<file path="src/amt_pkg.sv">
// Constants for the alert mask and overtemperature timer register group.
// Assumes a 100 MHz system clock and a byte-wide register port.
package amt_pkg;
    localparam logic [7:0] AMT_ADDR_MASK_ONE = 8'h74;
    localparam logic [7:0] AMT_ADDR_MASK_TWO = 8'h75;
    localparam logic [7:0] AMT_ADDR_VOLT_LOW = 8'h76;
    localparam logic [7:0] AMT_ADDR_TEMP_LOW = 8'h77;
    localparam logic [7:0] AMT_ADDR_CONFIG = 8'h78;
    localparam logic [7:0] AMT_ADDR_OT_TIME = 8'h79;
    localparam logic [7:0] AMT_ADDR_OT_LIMIT = 8'h7A;

    localparam logic [7:0] AMT_RST_MASK = 8'h00;
    localparam logic [7:0] AMT_RST_CONFIG = 8'h00;
    localparam logic [7:0] AMT_RST_OT = 8'h00;

    // Channel bits in mask one and in the first status group
    localparam logic [7:0] AMT_M1_CHANNELS = 8'h75;
    localparam int AMT_M1_STATUS2_BIT = 7;
    // Writable bits of mask two; bit 1 is read-only
    localparam logic [7:0] AMT_M2_WR_BITS = 8'hFD;
    localparam int AMT_M2_FAN4_BIT = 5;

    localparam int AMT_CFG_ALERT_BIT = 0;
    localparam int AMT_CFG_MON_BIT = 1;
    localparam int AMT_CFG_BOOST_BIT = 2;
    localparam int AMT_CFG_FAST_BIT = 3;
    localparam int AMT_CFG_CONT_LSB = 4;
    localparam int AMT_FANS = 4;

    // Channel counts of the voltage and temperature high-byte read strobes
    localparam int AMT_VOLT_CH = 2;
    localparam int AMT_TEMP_CH = 3;

    localparam int unsigned AMT_CLK_PERIOD_NS = 10;
    localparam int unsigned AMT_STEP_US = 22760;
    localparam int unsigned AMT_SHOW_US = 45520;
    localparam int unsigned AMT_TACH_SLOW_MS = 1000;
    localparam int unsigned AMT_TACH_FAST_MS = 250;
    localparam int unsigned AMT_STEP_CYC =
        AMT_STEP_US * 1000 / AMT_CLK_PERIOD_NS;
    localparam logic [7:0] AMT_SHOW_STEPS =
        8'(AMT_SHOW_US / AMT_STEP_US);
    localparam int unsigned AMT_TACH_SLOW_CYC =
        AMT_TACH_SLOW_MS * 1000000 / AMT_CLK_PERIOD_NS;
    localparam int unsigned AMT_TACH_SPEEDUP =
        AMT_TACH_SLOW_MS / AMT_TACH_FAST_MS;
    localparam logic [7:0] AMT_STEPS_MAX = 8'hFF;

    typedef enum logic [0:0] {
        AMT_OT_IDLE = 1'b0,
        AMT_OT_RUN = 1'b1
    } amt_ot_state_t;
endpackage : amt_pkg

</file>
<file path="src/amt_top.sv">
// Alert masks, low-bit readings, pin config and overtemperature timer.
// Assumes a byte register port driven synchronously by the bus front end,
// status flags held by the status registers outside, and an active-low
// overtemperature pin already synchronous to clk_sys_in.
module amt_top
    import amt_pkg::*;
#(
    parameter int unsigned STEP_CYC = AMT_STEP_CYC,
    parameter int unsigned TACH_SLOW_CYC = AMT_TACH_SLOW_CYC
) (
    input wire logic clk_sys_in,
    input wire logic rstn_in,
    input wire logic [7:0] reg_addr_in,
    input wire logic reg_wr_in,
    input wire logic reg_rd_in,
    input wire logic [7:0] reg_wdata_in,
    output logic [7:0] reg_rdata_out,
    output logic reg_rvalid_out,
    input wire logic [7:0] status1_flags_in,
    input wire logic [7:0] status2_flags_in,
    input wire logic timer_event_clr_in,
    input wire logic fan4_is_overtemp_in,
    input wire logic overtemp_pin_n_in,
    input wire logic adc_update_in,
    input wire logic [3:0] volt_low_in,
    input wire logic [5:0] temp_low_in,
    input wire logic [4:0] hi_read_in,
    output logic alert_out,
    output logic alert_pin_oe_out,
    output logic second_pulse_is_alert_out,
    output logic fan_full_speed_out,
    output logic tach_fast_out,
    output logic [AMT_FANS-1:0] tach_continuous_out,
    output logic tach_meas_tick_out,
    output logic timer_event_out,
    output logic volt_frozen_out,
    output logic temp_frozen_out
);
    localparam int unsigned TACH_FAST_CYC = TACH_SLOW_CYC / AMT_TACH_SPEEDUP;

    // Register file
    logic [7:0] alert_mask_one;
    logic [7:0] alert_mask_two;
    logic [7:0] pin_and_tach_config;
    logic [7:0] overtemp_time_limit;
    logic [7:0] next_mask_one;
    logic [7:0] next_mask_two;
    logic [7:0] next_config;
    logic [7:0] next_limit;

    // Read port
    logic [7:0] next_rdata;
    logic next_rvalid;
    logic [7:0] voltage_low_bits;
    logic [7:0] temperature_low_bits;
    logic [3:0] volt_low;
    logic [5:0] temp_low;
    logic rd_volt;
    logic rd_temp;
    logic rd_ot;

    // Overtemperature timer
    amt_ot_state_t ot_state;
    amt_ot_state_t next_ot_state;
    logic [31:0] step_cyc;
    logic [31:0] next_step_cyc;
    logic [7:0] assert_time_count;
    logic [7:0] next_assert_time_count;
    logic [7:0] overtemp_assert_time;
    logic [7:0] next_ot_status;
    logic ot_prev;
    logic next_ot_prev;
    logic limit_fired;
    logic next_limit_fired;
    logic next_timer_event;
    logic ot_now;
    logic ot_rise;
    logic fire;

    // Alert and pin outputs
    logic next_alert;
    logic next_alert_oe;
    logic [7:0] status2_eff;
    logic [7:0] s1_live;
    logic [7:0] s2_live;

    // Tachometer rate
    logic [31:0] tach_cnt;
    logic [31:0] next_tach_cnt;
    logic next_tach_tick;
    logic [31:0] tach_period;

    assign rd_volt = reg_rd_in && (reg_addr_in == AMT_ADDR_VOLT_LOW);
    assign rd_temp = reg_rd_in && (reg_addr_in == AMT_ADDR_TEMP_LOW);
    assign rd_ot = reg_rd_in && (reg_addr_in == AMT_ADDR_OT_TIME);

    amt_lsb_hold #(
        .CH(AMT_VOLT_CH)
    ) u_volt_hold (
        .clk_sys_in(clk_sys_in),
        .rstn_in(rstn_in),
        .update_in(adc_update_in),
        .low_in(volt_low_in),
        .reg_read_in(rd_volt),
        .hi_read_in(hi_read_in[1:0]),
        .low_out(volt_low),
        .frozen_out(volt_frozen_out)
    );

    amt_lsb_hold #(
        .CH(AMT_TEMP_CH)
    ) u_temp_hold (
        .clk_sys_in(clk_sys_in),
        .rstn_in(rstn_in),
        .update_in(adc_update_in),
        .low_in(temp_low_in),
        .reg_read_in(rd_temp),
        .hi_read_in(hi_read_in[4:2]),
        .low_out(temp_low),
        .frozen_out(temp_frozen_out)
    );

    assign voltage_low_bits =
        {2'b00, volt_low[3:2], 2'b00, volt_low[1:0]};
    assign temperature_low_bits = {temp_low, 2'b00};

    // Register writes
    always_comb begin
        next_mask_one = alert_mask_one;
        next_mask_two = alert_mask_two;
        next_config = pin_and_tach_config;
        next_limit = overtemp_time_limit;
        if (reg_wr_in) begin
            case (reg_addr_in)
                AMT_ADDR_MASK_ONE: begin
                    next_mask_one = reg_wdata_in;
                end
                AMT_ADDR_MASK_TWO: begin
                    next_mask_two = reg_wdata_in & AMT_M2_WR_BITS;
                end
                AMT_ADDR_CONFIG: begin
                    next_config = reg_wdata_in;
                end
                AMT_ADDR_OT_LIMIT: begin
                    next_limit = reg_wdata_in;
                end
                default: begin
                end
            endcase
        end
    end

    always_ff @(posedge clk_sys_in) begin
        if (!rstn_in) begin
            alert_mask_one <= AMT_RST_MASK;
            alert_mask_two <= AMT_RST_MASK;
            pin_and_tach_config <= AMT_RST_CONFIG;
            overtemp_time_limit <= AMT_RST_OT;
        end else begin
            alert_mask_one <= next_mask_one;
            alert_mask_two <= next_mask_two;
            pin_and_tach_config <= next_config;
            overtemp_time_limit <= next_limit;
        end
    end

    // Read data, answered one cycle after the strobe
    always_comb begin
        next_rvalid = reg_rd_in;
        next_rdata = reg_rdata_out;
        if (reg_rd_in) begin
            case (reg_addr_in)
                AMT_ADDR_MASK_ONE: next_rdata = alert_mask_one;
                AMT_ADDR_MASK_TWO: next_rdata = alert_mask_two;
                AMT_ADDR_VOLT_LOW: next_rdata = voltage_low_bits;
                AMT_ADDR_TEMP_LOW: next_rdata = temperature_low_bits;
                AMT_ADDR_CONFIG: next_rdata = pin_and_tach_config;
                AMT_ADDR_OT_TIME: next_rdata = overtemp_assert_time;
                AMT_ADDR_OT_LIMIT: next_rdata = overtemp_time_limit;
                default: next_rdata = 8'h00;
            endcase
        end
    end

    always_ff @(posedge clk_sys_in) begin
        if (!rstn_in) begin
            reg_rdata_out <= 8'h00;
            reg_rvalid_out <= 1'b0;
        end else begin
            reg_rdata_out <= next_rdata;
            reg_rvalid_out <= next_rvalid;
        end
    end

    // Overtemperature timer
    assign ot_now = !overtemp_pin_n_in && fan4_is_overtemp_in
        && pin_and_tach_config[AMT_CFG_MON_BIT];
    assign ot_rise = ot_now && !ot_prev;

    always_comb begin
        next_ot_state = ot_state;
        next_step_cyc = step_cyc;
        next_assert_time_count = assert_time_count;
        next_limit_fired = limit_fired;
        next_ot_prev = ot_now;
        fire = 1'b0;
        case (ot_state)
            AMT_OT_IDLE: begin
                next_step_cyc = 32'h0;
                next_limit_fired = 1'b0;
                if (ot_rise) begin
                    next_ot_state = AMT_OT_RUN;
                    next_assert_time_count = 8'h00;
                    // Zero limit fires at the assertion itself
                    if (overtemp_time_limit == 8'h00) begin
                        fire = 1'b1;
                        next_limit_fired = 1'b1;
                    end
                end
            end
            AMT_OT_RUN: begin
                if (!ot_now) begin
                    next_ot_state = AMT_OT_IDLE;
                end else if (step_cyc == STEP_CYC - 1) begin
                    next_step_cyc = 32'h0;
                    // Saturate rather than wrap past the longest time
                    if (assert_time_count != AMT_STEPS_MAX) begin
                        next_assert_time_count =
                            assert_time_count + 8'h01;
                    end
                end else begin
                    next_step_cyc = step_cyc + 32'h1;
                end
                if (ot_now && !limit_fired
                    && overtemp_time_limit != 8'h00
                    && assert_time_count >= overtemp_time_limit) begin
                    fire = 1'b1;
                    next_limit_fired = 1'b1;
                end
            end
            default: begin
                next_ot_state = AMT_OT_IDLE;
            end
        endcase

        // Read clears, but a live assertion sets again in the same cycle
        next_ot_status = overtemp_assert_time;
        if (rd_ot) begin
            next_ot_status = 8'h00;
        end
        if (ot_now) begin
            if (ot_state == AMT_OT_RUN
                && assert_time_count >= AMT_SHOW_STEPS) begin
                next_ot_status = assert_time_count;
            end else begin
                next_ot_status[0] = 1'b1;
            end
        end
        next_timer_event = (timer_event_out && !timer_event_clr_in)
            || fire;
    end

    always_ff @(posedge clk_sys_in) begin
        if (!rstn_in) begin
            ot_state <= AMT_OT_IDLE;
            step_cyc <= 32'h0;
            assert_time_count <= 8'h00;
            overtemp_assert_time <= AMT_RST_OT;
            ot_prev <= 1'b0;
            limit_fired <= 1'b0;
            timer_event_out <= 1'b0;
        end else begin
            ot_state <= next_ot_state;
            step_cyc <= next_step_cyc;
            assert_time_count <= next_assert_time_count;
            overtemp_assert_time <= next_ot_status;
            ot_prev <= next_ot_prev;
            limit_fired <= next_limit_fired;
            timer_event_out <= next_timer_event;
        end
    end

    // Alert gating
    always_comb begin
        status2_eff = status2_flags_in;
        // Fan 4 bit carries the timer event in overtemperature mode
        status2_eff[AMT_M2_FAN4_BIT] = fan4_is_overtemp_in ?
            timer_event_out : status2_flags_in[AMT_M2_FAN4_BIT];
        s1_live = status1_flags_in & AMT_M1_CHANNELS & ~alert_mask_one;
        s2_live = status2_eff & ~alert_mask_two;
        if (alert_mask_one[AMT_M1_STATUS2_BIT]) begin
            s2_live = 8'h00;
        end
        next_alert = (|s1_live) || (|s2_live);
        next_alert_oe = next_alert
            && pin_and_tach_config[AMT_CFG_ALERT_BIT];
    end

    // Tachometer measurement rate
    assign tach_period = pin_and_tach_config[AMT_CFG_FAST_BIT] ?
        TACH_FAST_CYC : TACH_SLOW_CYC;
    always_comb begin
        next_tach_tick = 1'b0;
        next_tach_cnt = tach_cnt + 32'h1;
        // Shortening the period mid-count restarts at once, not a wrap
        if (tach_cnt >= tach_period - 1) begin
            next_tach_cnt = 32'h0;
            next_tach_tick = 1'b1;
        end
    end

    always_ff @(posedge clk_sys_in) begin
        if (!rstn_in) begin
            alert_out <= 1'b0;
            alert_pin_oe_out <= 1'b0;
            second_pulse_is_alert_out <= 1'b0;
            fan_full_speed_out <= 1'b0;
            tach_fast_out <= 1'b0;
            tach_continuous_out <= '0;
            tach_meas_tick_out <= 1'b0;
            tach_cnt <= 32'h0;
        end else begin
            alert_out <= next_alert;
            alert_pin_oe_out <= next_alert_oe;
            second_pulse_is_alert_out <=
                next_config[AMT_CFG_ALERT_BIT];
            fan_full_speed_out <= ot_now
                && pin_and_tach_config[AMT_CFG_BOOST_BIT];
            tach_fast_out <= next_config[AMT_CFG_FAST_BIT];
            tach_continuous_out <=
                next_config[AMT_CFG_CONT_LSB +: AMT_FANS];
            tach_meas_tick_out <= next_tach_tick;
            tach_cnt <= next_tach_cnt;
        end
    end
endmodule : amt_top

</file>
<file path="src/amt_lsb_hold.sv">
// Low-bit holder for a group of 10-bit readings with freeze-until-read.
// Assumes the converter stops updating high bytes while frozen_out is high.
module amt_lsb_hold #(
    parameter int unsigned CH = 2
) (
    input wire logic clk_sys_in,
    input wire logic rstn_in,
    input wire logic update_in,
    input wire logic [2*CH-1:0] low_in,
    input wire logic reg_read_in,
    input wire logic [CH-1:0] hi_read_in,
    output logic [2*CH-1:0] low_out,
    output logic frozen_out
);
    logic [CH-1:0] pending;
    logic [CH-1:0] next_pending;
    logic [2*CH-1:0] next_low;
    logic next_frozen;

    always_comb begin
        next_pending = pending & ~hi_read_in;
        // A new low-byte read re-arms even if a high byte is read now
        if (reg_read_in) begin
            next_pending = {CH{1'b1}};
        end
        next_frozen = |next_pending;
        next_low = low_out;
        if (update_in && !frozen_out && !reg_read_in) begin
            next_low = low_in;
        end
    end

    always_ff @(posedge clk_sys_in) begin
        if (!rstn_in) begin
            pending <= '0;
            low_out <= '0;
            frozen_out <= 1'b0;
        end else begin
            pending <= next_pending;
            low_out <= next_low;
            frozen_out <= next_frozen;
        end
    end
endmodule : amt_lsb_hold

</file>
<file path="config.mk">
export PLATFORM = sky130hd
export DESIGN_NAME = amt_top
export DESIGN_NICKNAME = d
export VERILOG_FILES = /design/src/amt_pkg.sv /design/src/amt_top.sv /design/src/amt_lsb_hold.sv
export SDC_FILE = /design/constraint.sdc
export NUM_CORES = 1
export LEC_CHECK = 0
export BUFFER_PORTS_ARGS = -buffer_cell sky130_fd_sc_hd__buf_4
export CORE_UTILIZATION = 55
export DETAILED_ROUTE_END_ITERATION = 16
export HOLD_SLACK_MARGIN = 0.05
export PLACE_DENSITY = 0.87
export RECOVER_POWER = 25
export SLEW_MARGIN = 10
export SYNTH_ARGS = -nofsm -noshare
export SYNTH_HDL_FRONTEND = slang
export SYNTH_SLANG_ARGS = --single-unit
</file>
<file path="constraint.sdc">
create_clock -name clk_sys_in -period 3.63 [get_ports clk_sys_in]
set_input_delay 0.5445 -clock clk_sys_in [delete_from_list [all_inputs] [get_ports clk_sys_in]]
set_output_delay 0.5445 -clock clk_sys_in [all_outputs]
set_load 0.03 [all_outputs]
</file>
==> reports/results.md, run 1 <==
| Metric | This run | Unit |
|:---|:---|:---|
| Result of the run | finished, final reports clean | - |
| Slew of the pin with the lowest slew margin | 0.854 | ns |
| Commonest cells after routing, fill and taps aside | sky130_fd_sc_hd__dfxtp_1, sky130_fd_sc_hd__nor2_1, sky130_fd_sc_hd__buf_4, sky130_fd_sc_hd__mux2i_1, sky130_fd_sc_hd__nand2_1 | - |
| Max layer used | met4 | - |
| Core Box Area | 12200 | sq um |
| Critical path endpoint category | register | - |
| Post-synthesis to final-layout area growth | 16.0 | % |
| Setup repair after global routing missed its margin | no | - |
| Total I/O pin count | 77 | - |
| Fin Clk Skew | 0.00697 | ns |
| Via count normalized by instance count | 5.88 | - |
| Share of flip-flops with an asynchronous set or reset after synthesis | 0 | % |
| Maximum number of pins on one net before global-route repair | 42 | - |
| Diodes inserted | 0 | - |
| Max-capacitance violation count | 0 | - |
| Signal arrival time at the worst endpoint | 2.90 | ns |
| Antenna violations before repair | 0 | - |
| Setup-violating endpoint count in the final report | 0 | - |
| TritonCTS clock tree | built | - |
| Final hold violations | 0 | - |
| Final GP Congestion | 0.926 | - |
| Power per Cell Area | 427 | nW/um^2 |
| Post-cts repair resize count | 0 | - |
| Most frequently used flop master after synthesis | sky130_fd_sc_hd__dfxtp_1 | - |
| DRC Markers | 0 | - |
| Horizontal extent of the die | 115 | um |
| CTS H-tree depth | 4 | - |
| Detailed-routing iteration count for the pre-antenna-repair pass | 7 | - |
| Total track usage | 27.1 | % |
| Most common cell after layout, fill and taps aside | sky130_fd_sc_hd__dfxtp_1 | - |
| Total wire length | 17100 | um |
| Leakage dissipation | 3.12 | nW |
| Metal1 wirelength | 7200 | um |
| TritonCTS buffer count | 17 | - |
| Routed met2 length | 8230 | um |
| Hold slack final | 0.355 | ns |
| IO Port Bufs | 73 | - |
| Cells after synthesis | 780 | - |
| Power consumption | 0.00346 | W |
| Via count of the first global-routing pass | 5868 | - |
| Worst voltage drop across the vdd grid | 0.305 | mV |
| Number of placement rows | 40 | - |
| Highest fanout seen on the critical path | 27 | - |
| Setup TNS after final layout | 0 | ns |
| Overflow left after global routing | 0 | - |
| YS warnings | 0 | - |
| Number of enable-type register cells in the synthesized netlist | 0 | - |
| DR WL/cell | 16.6 | um |
| Setup Fix Bufs, Post-CTS | 0 | - |
| Dpl hpwl | 11700 | um |
| Clock transition time at the flip-flop clock pins of the worst setup and hold paths | 0.06 | ns |
| Sequential-to-total area share from yosys stat | 41.5 | % |
| DIE AREA | 13200 | sq um |
| Final Slew Violations | 0 | - |
| Distinct cell type count of the synthesized netlist | 75 | - |
| Clock sink count | 145 | - |
| Hold Crit Class | in -> reg | - |
| Register bit total from synthesis | 145 | - |
| Wire length on met3 | 1200 | um |
| Die Y-Extent | 115 | um |
| Final layout net count | 923 | - |
| Fmax | 381 | MHz |
| Wire length of the first global-routing pass | 27900 | um |
| Startpoint type of the worst setup path | register | - |
| Share of post-route cells with drive strength above 1 | 12.2 | % |
| Count of hold-fix buffers inserted at cts | 0 | - |
| Data required time at the worst endpoint | 3.91 | ns |
| Starting Density | 57.3 | % |
| Fin util | 66.4 | % |
| Worst-case clock buffer depth | 2 | - |
| Crit path kind | reg -> reg | - |
| Tcrit/Tclk final | 72.2 | % |
| Starting DRT DRC Count | 504 | - |
| Worst relative slew slack | 42.6 | % |
| Clock latency at the later pin of the worst-skew pair | 0.42 | ns |
| Count of vias placed by the detailed router | 6046 | - |
| Library cell used as clock root buffer | sky130_fd_sc_hd__clkbuf_16 | - |
| Final critical delay including setup and external delays | 2.62 | ns |
| Post-DRT Antenna Nets | 0 | - |
| Combined area of all synthesized cells | 6990 | sq um |
| Avg Inst Size Synth | 8.97 | sq um |
final cells by class:
type / count / area [sq um]
Clock inverter: 14 / 155
Clock buffer: 18 / 429
Tap cell: 168 / 210
Fill cell: 995 / 4100
Timing Repair Buffer: 77 / 495
Multi-Input combinational cell: 577 / 3800
Sequential cell: 145 / 2900
Inverter: 30 / 113
final timing paths:
check                         start                to  slack, ns  cells after the start
min reg2reg        reg_rdata_out[7]  reg_rdata_out[7]       0.46                      2
min                       reg_rd_in  reg_rdata_out[4]       0.36                      2
max reg2reg  pin_and_tach_config[3]       tach_cnt[2]       1.01                      7
max          pin_and_tach_config[3]       tach_cnt[2]       1.01                      7
worst max-delay path, cell delays in order (launching register included):
cell                       delay, ns
sky130_fd_sc_hd__dfxtp_1        0.60
sky130_fd_sc_hd__inv_1          0.16
sky130_fd_sc_hd__ha_1           0.31
sky130_fd_sc_hd__o21a_1         0.12
sky130_fd_sc_hd__a41oi_1        0.11
sky130_fd_sc_hd__or3_1          0.45
sky130_fd_sc_hd__o211ai_4       0.60
sky130_fd_sc_hd__nor2_1         0.11
synth_stat cells (3+ instances only):
cell type,n,area (sq um)
sky130_fd_sc_hd__ha_1,20,250
sky130_fd_sc_hd__mux2i_1,51,510
sky130_fd_sc_hd__nor2b_1,8,50.1
sky130_fd_sc_hd__nor2_1,123,462
sky130_fd_sc_hd__a22o_1,4,35.0
sky130_fd_sc_hd__o211ai_1,3,22.5
sky130_fd_sc_hd__a21oi_1,23,115
sky130_fd_sc_hd__nand2_1,50,188
sky130_fd_sc_hd__nand3_1,30,150
sky130_fd_sc_hd__o21a_1,7,52.6
sky130_fd_sc_hd__or2_2,3,18.8
sky130_fd_sc_hd__nand2b_1,5,31.3
sky130_fd_sc_hd__clkbuf_1,12,45.0
sky130_fd_sc_hd__nor3_1,14,70.1
sky130_fd_sc_hd__a41oi_1,4,35.0
sky130_fd_sc_hd__and3_1,13,81.3
sky130_fd_sc_hd__nor4b_1,3,26.3
sky130_fd_sc_hd__o21ai_0,20,100
sky130_fd_sc_hd__buf_2,8,40.0
sky130_fd_sc_hd__and4_1,4,35.0
sky130_fd_sc_hd__dfxtp_1,145,2900
sky130_fd_sc_hd__a222oi_1,3,30.0
sky130_fd_sc_hd__a22oi_1,14,105
sky130_fd_sc_hd__xor2_1,36,315
sky130_fd_sc_hd__nor4_1,8,50.1
sky130_fd_sc_hd__o2bb2ai_1,3,26.3
sky130_fd_sc_hd__nor4bb_1,3,30.0
sky130_fd_sc_hd__xnor2_1,12,105
sky130_fd_sc_hd__a31oi_1,7,43.8
sky130_fd_sc_hd__inv_1,30,113
sky130_fd_sc_hd__buf_4,5,37.5
sky130_fd_sc_hd__or3_1,6,37.5
sky130_fd_sc_hd__a211oi_1,7,52.6
sky130_fd_sc_hd__and2_1,8,50.1
sky130_fd_sc_hd__nand4_1,32,200
cell families after synthesis:
family	after synthesis	synth area share, %
mux	54	8.11
other cells	1	0.0536
simple gates	330	24.1
flops	145	41.5
xor+xnor	48	6.01
compound gates	121	12.7
buf+inv	61	3.94
fa+ha+maj	20	3.58
power breakdown:
part / total [W] / switching, W / internal, W
combinational: 0.000128 / 0.0000694 / 0.0000586
clock: 0.00172 / 0.000703 / 0.00102
sequential: 0.00161 / 0.00000673 / 0.00160
total: 0.00346 / 0.000779 / 0.00268
through the flow:
step                instance area [sq um]  setup WS [ns]  std cells
floorplan                            7000           1.35        783
global placement                     7630           1.10        997
detailed placement                   7630           1.05        997
CTS                                  8210          0.986       1029
global route                         8110          0.845       1029
finish                               8110           1.01       1029
state kept, by name, indices dropped and copies added (netlist names), 2 cells and up:
register and flops:
pin_and_tach_config 8, step_cyc 32, tach_cnt 32, u_temp_hold.low_out 6, alert_mask_two 7, overtemp_time_limit 8, overtemp_assert_time 8, u_temp_hold.pending 3
u_volt_hold.pending 2, u_volt_hold.low_out 4, assert_time_count 8, alert_mask_one 8, reg_rdata_out 8
metal layers:
| metal | up-vias | track usage [%] |
|---|---|---|
| met5 | - | 0 |
| met4 | 0 | 12.4 |
| met3 | 43 | 6.43 |
| met2 | 220 | 45.9 |
| met1 | 2852 | 32.7 |
| li1 | 2931 | - |
Note: power is estimated with default switching activity, not from simulation.
==> inputs of run 2 (changes only) <==
==> constraint.sdc (replaced) <==
create_clock -name clk_sys_in -period 2.5 [get_ports clk_sys_in]
set_input_delay 0.375 -clock clk_sys_in [delete_from_list [all_inputs] [get_ports clk_sys_in]]
set_output_delay 0.375 -clock clk_sys_in [all_outputs]
set_load 0.03 [all_outputs]
==> run 2 against run 1 <==
Against the previous run:
- clock power grew 54%
- clock skew grew 0.0013 ns
- register-to-register slack lost 0.79 ns
- first-iteration DRC count shrank 4.6%
- design area grew 2.0%
- sequential cell count is the same
- die area is the same
- fmax grew 15%
- critical path type unchanged
- wire length shrank 1.1%
==> reports/results.md, run 2 (synthesized netlist as in run 1, its figures left out) <==
| Metric | This run | Unit | Change |
|:---|:---|:---|:---|
| Result of the run | finished, final reports clean | - |  |
| Final critical-path setup slack | 0.221 | ns | -0.787 ns |
| Post-DRT Antenna Nets | 0 | - | unchanged |
| Dpl ws | 0.291 | ns | -0.755 ns |
| Overflow left after global routing | 0 | - | unchanged |
| Hold Startpoint | volt_low_in[3] | - |  |
| Fin Clk Skew | 0.00830 | ns | +0.00133 ns |
| Post-cts repair resize count | 0 | - | unchanged |
| Reg2Reg Launch Point | pin_and_tach_config[3] | - |  |
| Dpl hpwl | 11900 | um | +1.6% |
| Signal arrival time at the worst endpoint | 2.58 | ns | -0.32 ns |
| Count of hold-fix buffers inserted at cts | 0 | - | unchanged |
| Fmax | 439 | MHz | +15% |
| Worst reg2reg setup slack | 0.22 | ns | -0.79 ns |
| CTS H-tree depth | 4 | - | unchanged |
| Diodes inserted | 0 | - | unchanged |
| Via count of the first global-routing pass | 5587 | - | -4.8% |
| Registers with the highest flip-flop counts | step_cyc (32), tach_cnt (32) | - |  |
| TritonCTS buffer count | 17 | - | unchanged |
| Slew of the pin with the lowest slew margin | 0.662 | ns | -0.191 ns |
| Final hold violations | 0 | - | unchanged |
| Hold slack final | 0.186 | ns | -0.169 ns |
| Data required time at the worst endpoint | 2.81 | ns | -1.10 ns |
| Worst Setup SP | pin_and_tach_config[3] | - |  |
| Commonest cells after routing, fill and taps aside | sky130_fd_sc_hd__dfxtp_1, sky130_fd_sc_hd__nor2_1, sky130_fd_sc_hd__buf_4, sky130_fd_sc_hd__mux2i_1, sky130_fd_sc_hd__nand2_1 | - |  |
| Maximum number of pins on one net before global-route repair | 42 | - | unchanged |
| Number of placement rows | 40 | - | unchanged |
| Startpoint type of the worst setup path | register | - |  |
| Die Y-Extent | 115 | um | unchanged |
| DR WL/cell | 16.2 | um | -2.5% |
| Setup Fix Bufs, Post-CTS | 0 | - | unchanged |
| Core Box Area | 12200 | sq um | unchanged |
| Horizontal extent of the die | 115 | um | unchanged |
| Worst voltage drop across the vdd grid | 0.496 | mV | +62% |
| Power per Cell Area | 625 | nW/um^2 | +47% |
| Setup repair after global routing missed its margin | no | - |  |
| Final std cells w/o fill | 1044 | - | +1.5% |
| Capture point of the worst path | tach_cnt[23] | - |  |
| Worst-case clock buffer depth | 2 | - | unchanged |
| Cell depth of the worst flop-to-flop path | 8 | - | +1 |
| DIE AREA | 13200 | sq um | unchanged |
| Worst flop-to-flop path endpoint | tach_cnt[23] | - |  |
| Post-synthesis to final-layout area growth | 18.3 | % |  |
| Final critical delay including setup and external delays | 2.28 | ns | -0.343 ns |
| Clock latency at the later pin of the worst-skew pair | 0.42 | ns | about the same |
| Clock transition time at the flip-flop clock pins of the worst setup and hold paths | 0.06 | ns | about the same |
| Cell total after placement | 1013 | - | +1.6% |
| Hold Crit Class | in -> reg | - |  |
| Starting DRT DRC Count | 481 | - | -4.6% |
| Max-capacitance violation count | 0 | - | unchanged |
| Worst relative slew slack | 55.9 | % | +13 points |
| Highest fanout seen on the critical path | 14 | - | -48% |
| Clock sink count | 145 | - | unchanged |
| Final Slew Violations | 0 | - | unchanged |
| Setup-violating endpoint count in the final report | 0 | - | unchanged |
| Setup TNS after final layout | 0 | ns | unchanged |
| Fin util | 67.7 | % | +1.3 points |
| Final GP Congestion | 0.906 | - | -2.2% |
| Antenna violations before repair | 0 | - | unchanged |
| Critical path endpoint category | register | - |  |
| Count of vias placed by the detailed router | 6106 | - | +0.99% |
| DRC Markers | 0 | - | unchanged |
| Total I/O pin count | 77 | - | unchanged |
| Crit path kind | reg -> reg | - |  |
| Total wire length | 16900 | um | -1.1% |
| Tcrit/Tclk final | 91.2 | % | +19 points |
| Wire length of the first global-routing pass | 27200 | um | -2.4% |
| Via count normalized by instance count | 5.85 | - | -0.46% |
| Worst hold path depth | 3 | - | +1 |
| Detailed-routing iteration count for the pre-antenna-repair pass | 6 | - | -1 |
| IO Port Bufs | 73 | - | unchanged |
| Most common cell after layout, fill and taps aside | sky130_fd_sc_hd__dfxtp_1 | - |  |
| Library cell used as clock root buffer | sky130_fd_sc_hd__clkbuf_16 | - |  |
| TritonCTS clock tree | built | - |  |
| Total track usage | 26.6 | % | -0.43 points |
| Share of post-route cells with drive strength above 1 | 13.4 | % | +1.2 points |
| Final layout net count | 939 | - | +1.7% |
| Leakage dissipation | 3.21 | nW | +2.9% |
| Starting Density | 57.3 | % | unchanged |
-- run 2: where the power goes --
part           switching [W]  internal (W)
Combinational       0.000101     0.0000863
Clock               0.000975       0.00167
Sequential        0.00000899       0.00233
-- run 2: through the flow --
| stage | total power (W) | instance area (sq um) |
|---|---|---|
| 6_report | 0.00517 | 8270 |
| 3_5_place_dp | 0.00258 | 7760 |
| 3_3_place_gp | 0.00258 | 7760 |
| 4_1_cts | 0.00520 | 8380 |
| 5_1_grt | 0.00531 | 8270 |
| 2_1_floorplan | 0.00248 | 7000 |
-- run 2: worst max-delay path, cell delays in order, from the launching register on --
cell	delay, ns
sky130_fd_sc_hd__dfxtp_1	0.36
sky130_fd_sc_hd__buf_4	0.18
sky130_fd_sc_hd__ha_1	0.29
sky130_fd_sc_hd__and4bb_2	0.26
sky130_fd_sc_hd__nand4_1	0.11
sky130_fd_sc_hd__or3_1	0.38
sky130_fd_sc_hd__o211ai_4	0.25
sky130_fd_sc_hd__buf_4	0.25
sky130_fd_sc_hd__nor2_1	0.08
-- run 2: metal layers --
metal | global-route usage, % | vias up | wire length, um | share of wire [%]
met2 | 43.4 | 235 | 7970 | 47
li1 | - | 2968 | - | -
met1 | 33.7 | 2859 | 7280 | 43
met4 | 11.3 | 0 | 408 | 2.4
met5 | 0 | - | 0 | 0
met3 | 6.69 | 44 | 1240 | 7.3
-- run 2: cell type report --
class                      instances  area [sq um]
clock inverter                    12           184
sequential                       145          2900
clock buffer                      19           433
inverter                          30           113
tap                              168           210
timing repair buffer              93           617
multi-input combinational        577          3810
fill                             965          3940
-- run 2: worst min path at each step --
stage and endpoint:
3_5_place_dp reg_rdata_out[6], 3_3_place_gp reg_rdata_out[5], 5_1_grt u_volt_hold.low_out[2], 2_1_floorplan tach_cnt[0]
6_report u_volt_hold.low_out[3], 4_1_cts u_temp_hold.low_out[4]
==> inputs of run 3 (changes only) <==
--- a/config.mk
+++ b/config.mk
@@ -5,11 +5,12 @@
 export SDC_FILE = /design/constraint.sdc
 export NUM_CORES = 1
 export LEC_CHECK = 0
+export ABC_AREA = 1
 export BUFFER_PORTS_ARGS = -buffer_cell sky130_fd_sc_hd__buf_4
 export CORE_UTILIZATION = 55
 export DETAILED_ROUTE_END_ITERATION = 16
 export HOLD_SLACK_MARGIN = 0.05
-export PLACE_DENSITY = 0.87
+export PLACE_DENSITY = 0.86
 export RECOVER_POWER = 25
 export SLEW_MARGIN = 10
 export SYNTH_ARGS = -nofsm -noshare
==> run 3 against run 2 <==
Against the previous run:
- clock skew grew 0.0018 ns
- via count grew 28%
- area after synthesis grew 11%
- critical path depth grew 1
- largest cell class unchanged
- largest power group unchanged
==> reports/results.md, run 3 <==
| Metric | This run | Unit | Change |
|:---|:---|:---|:---|
| Switching power summed over all nets | 0.00118 | W | +9.0% |
| Slew of the pin with the lowest slew margin | 1.15 | ns | +0.492 ns |
| Total track usage | 28.5 | % | +1.8 points |
| CTS H-tree depth | 4 | - | unchanged |
| Largest family of logic cells by synthesized area | simple AND/OR/NAND/NOR gates | - |  |
| Fin util | 64.6 | % | -3.2 points |
| Distinct cell type count of the synthesized netlist | 39 | - | -48% |
| DRC Markers | 0 | - | unchanged |
| Count of hold-fix buffers inserted at cts | 0 | - | unchanged |
| Register bit total from synthesis | 145 | - | unchanged |
| YS warnings | 0 | - | unchanged |
| Antenna violations before repair | 0 | - | unchanged |
| Mux cell area share after synthesis | 0 | % | -8.1 points |
| Final GP Congestion | 0.960 | - | +6.0% |
| Wire length of the first global-routing pass | 32700 | um | +20% |
| Registers with the highest flip-flop counts | step_cyc (32), tach_cnt (32) | - |  |
| Post-cts repair resize count | 0 | - | unchanged |
| DIE AREA | 14600 | sq um | +11% |
| Wire length on met3 | 1660 | um | +34% |
| Terminating pin of the worst hold path | u_volt_hold.low_out[1] | - |  |
| Most used standard cell by instance count after synthesis | sky130_fd_sc_hd__nand2_1 | - |  |
| Via count normalized by instance count | 5.46 | - | -6.7% |
| DR WL/cell | 14.1 | um | -13% |
| Power per Cell Area | 571 | nW/um^2 | -8.6% |
| Xor-xnor portion of the synthesized cell area | 3.61 | % | -2.4 points |
| Reg2Reg Launch Point | pin_and_tach_config[3] | - |  |
| Tcrit/Tclk final | 90.5 | % | -0.64 points |
| Worst-case clock buffer depth | 2 | - | unchanged |
| Highest fanout seen on the critical path | 28 | - | +14 |
| Area share of the leading cell type in the synthesized netlist | 37.4 | % | -4.1 points |
| Maximum number of pins on one net before global-route repair | 39 | - | -7.1% |
| Worst voltage drop across the vdd grid | 0.497 | mV | +0.26% |
| Post-synth top cells | sky130_fd_sc_hd__nand2_1, sky130_fd_sc_hd__nor2_1, sky130_fd_sc_hd__inv_1, sky130_fd_sc_hd__dfxtp_1, sky130_fd_sc_hd__a21oi_1 | - |  |
| Detailed-routing iteration count for the pre-antenna-repair pass | 7 | - | +1 |
| Dpl ws | 0.355 | ns | +0.0644 ns |
| Power Internal | 0.00392 | W | -4.1% |
| Data required time at the worst endpoint | 2.86 | ns | +0.05 ns |
| Final critical delay including setup and external delays | 2.26 | ns | -0.0160 ns |
| Number of placement rows | 43 | - | +7.5% |
| Share of power burned in combinational logic | 3.8 | % | +0.2 points |
| Share of post-route cells with drive strength above 1 | 9.65 | % | -3.7 points |
| Dpl hpwl | 14100 | um | +19% |
| Overflow left after global routing | 0 | - | unchanged |
| Commonest cells after routing, fill and taps aside | sky130_fd_sc_hd__nand2_1, sky130_fd_sc_hd__nor2_1, sky130_fd_sc_hd__inv_1, sky130_fd_sc_hd__dfxtp_1, sky130_fd_sc_hd__a21oi_1 | - |  |
| Area fraction in and, or, nand and nor cells after synthesis | 34.8 | % | +11 points |
| Hold Startpoint | volt_low_in[1] | - |  |
| Biggest area consumer among synthesized cells | sky130_fd_sc_hd__dfxtp_1 | - |  |
| Signal arrival time at the worst endpoint | 2.62 | ns | +0.04 ns |
| Adder-cell share of the synthesized area | 3.22 | % | -0.35 points |
| Worst relative slew slack | 23.1 | % | -33 points |
| Max layer used | met4 | - |  |
| Clock network power share | 50.4 | % | -0.8 points |
| Leakage dissipation | 3.40 | nW | +5.8% |
| Cell depth of the worst flop-to-flop path | 9 | - | +1 |
| Leading cell types by total area after synthesis | sky130_fd_sc_hd__dfxtp_1, sky130_fd_sc_hd__nand2_1, sky130_fd_sc_hd__nor2_1 | - |  |
| Setup TNS after final layout | 0 | ns | unchanged |
| Area fraction in compound gates after synthesis | 11.4 | % | -1.4 points |
| Fin Clk Skew | 0.0101 | ns | +0.00177 ns |
| Max-capacitance violation count | 0 | - | unchanged |
| Number of enable-type register cells in the synthesized netlist | 0 | - | unchanged |
| Via count of the first global-routing pass | 7131 | - | +28% |
| Most common cell after layout, fill and taps aside | sky130_fd_sc_hd__nand2_1 | - |  |
| Die Y-Extent | 121 | um | +5.2% |
| Final Slew Violations | 0 | - | unchanged |
| IO Port Bufs | 73 | - | unchanged |
| Total wire length | 20200 | um | +20% |
| Startpoint type of the worst setup path | register | - |  |
| Filler cell count | 1224 | - | +27% |
| Avg Inst Size Synth | 6.62 | sq um | -26% |
| Worst flop-to-flop path endpoint | tach_cnt[3] | - |  |
| Total I/O pin count | 77 | - | unchanged |
| Final layout net count | 1316 | - | +40% |
| Clock transition time at the flip-flop clock pins of the worst setup and hold paths | 0.07 | ns | about the same |
| Power consumption | 0.00510 | W | -1.4% |
| Final critical-path setup slack | 0.237 | ns | +0.0160 ns |
| Starting Density | 56.1 | % | -1.1 points |
| Metal1 wirelength | 8530 | um | +17% |
| Cells after synthesis | 1172 | - | +50% |
| Horizontal extent of the die | 121 | um | +5.2% |
| Crit path kind | reg -> reg | - |  |
| Setup-violating endpoint count in the final report | 0 | - | unchanged |
| Result of the run | finished, final reports clean | - |  |
| Library cell used as clock root buffer | sky130_fd_sc_hd__clkbuf_16 | - |  |
| Share of flip-flops with an asynchronous set or reset after synthesis | 0 | % | unchanged |
| Combined area of all synthesized cells | 7760 | sq um | +11% |
| Core Box Area | 13800 | sq um | +13% |
| TritonCTS clock tree | built | - |  |
| Routed met2 length | 9480 | um | +19% |
| Worst hold path depth | 3 | - | unchanged |
| Fraction of power consumed by sequential logic | 45.9 | % | +0.7 points |
| Sequential-to-total area share from yosys stat | 37.4 | % | -4.1 points |
| Post-DRT Antenna Nets | 0 | - | unchanged |
| Clock sink count | 145 | - | unchanged |
| Setup Fix Bufs, Post-CTS | 0 | - | unchanged |
| Clock latency at the later pin of the worst-skew pair | 0.44 | ns | +0.02 ns |
| Final hold violations | 0 | - | unchanged |
| TritonCTS buffer count | 17 | - | unchanged |
| Post-synthesis to final-layout area growth | 15.0 | % |  |
| Setup repair after global routing missed its margin | no | - |  |
| Diodes inserted | 0 | - | unchanged |
| Worst reg2reg setup slack | 0.24 | ns | +0.02 ns |
| Fraction of power spent switching nets | 23.2 | % | +2.2 points |
| Hold Crit Class | in -> reg | - |  |
| Most frequently used flop master after synthesis | sky130_fd_sc_hd__dfxtp_1 | - |  |
| Starting DRT DRC Count | 874 | - | +82% |
| Critical path endpoint category | register | - |  |
| Fmax | 442 | MHz | +0.71% |
| Count of vias placed by the detailed router | 7823 | - | +28% |
## run 3: changes by cell type after synthesis, sizes merged, moves of 51 or more
cell / previous run / this run
nand2: 50 / 261
inv: 30 / 151
nor2: 123 / 202
a21oi: 23 / 94
nand3: 32 / 96
mux2i: 51 / 0
## run 3: area by class of cell
| cell class | count | area, sq um | share of cell area (%) |
|---|---|---|---|
| Clock buffer | 18 | 439 | 4.92 |
| Timing Repair Buffer | 80 | 513 | 5.75 |
| Multi-Input combinational cell | 846 | 4120 | 46.2 |
| Sequential cell | 145 | 2900 | 32.5 |
| Inverter | 151 | 567 | 6.35 |
| Tap cell | 180 | 225 | 2.52 |
| Clock inverter | 14 | 155 | 1.74 |
## run 3: kinds of logic (layout without fill, tap and decap cells)
logic type | count (synthesis) | count (layout)
buf+inv | 184 | 263
simple gates | 619 | 619
xor+xnor | 32 | 32
flops | 145 | 145
fa+ha+maj | 20 | 20
compound gates | 171 | 171
other cells | 1 | 4
## run 3: through the flow
| stage | hold WS, ns | std cells | area, sq um |
|---|---|---|---|
| floorplan | 0.425 | 1175 | 7770 |
| global placement | 0.434 | 1402 | 8420 |
| detailed placement | 0.438 | 1402 | 8420 |
| CTS | 0.181 | 1434 | 9010 |
| global route | 0.208 | 1434 | 8930 |
| finish | 0.182 | 1434 | 8930 |
## run 3: per-layer routing
| layer | GRT usage [%] | vias to the layer above |
|---|---|---|
| li1 | - | 3885 |
| met3 | 6.46 | 58 |
| met5 | 0 | - |
| met4 | 12.3 | 0 |
| met1 | 35.1 | 3541 |
| met2 | 47.4 | 339 |
## run 3: power groups by stage
stage	logic (W)	clock network, W	registers (W)
2_1_floorplan	0.0000874	0	0.00239
3_3_place_gp	0.000191	0	0.00239
3_5_place_dp	0.000194	0	0.00239
4_1_cts	0.000195	0.00258	0.00234
5_1_grt	0.000213	0.00268	0.00234
6_report	0.000193	0.00257	0.00234
## run 3: worst max-delay path by stage
stage                      startpoint      endpoint  slack (ns)  cells after the start
6_report       pin_and_tach_config[3]   tach_cnt[3]        0.24                      9
5_1_grt        pin_and_tach_config[3]   tach_cnt[0]        0.05                      9
4_1_cts        pin_and_tach_config[3]  tach_cnt[19]        0.25                      9
3_5_place_dp   pin_and_tach_config[3]  tach_cnt[15]        0.35                      9
3_3_place_gp   pin_and_tach_config[3]  tach_cnt[18]        0.40                      9
2_1_floorplan  pin_and_tach_config[3]   tach_cnt[0]        0.51                     10
## run 3: worst max-delay path, stage by stage, from the launching register on
cell                       delay, ns
sky130_fd_sc_hd__dfxtp_1        0.54
sky130_fd_sc_hd__inv_1          0.20
sky130_fd_sc_hd__ha_1           0.35
sky130_fd_sc_hd__nand2_1        0.09
sky130_fd_sc_hd__o21bai_1       0.09
sky130_fd_sc_hd__a21oi_1        0.16
sky130_fd_sc_hd__nor2_1         0.06
sky130_fd_sc_hd__nor2_1         0.20
sky130_fd_sc_hd__nand3_4        0.32
sky130_fd_sc_hd__nor2_1         0.19
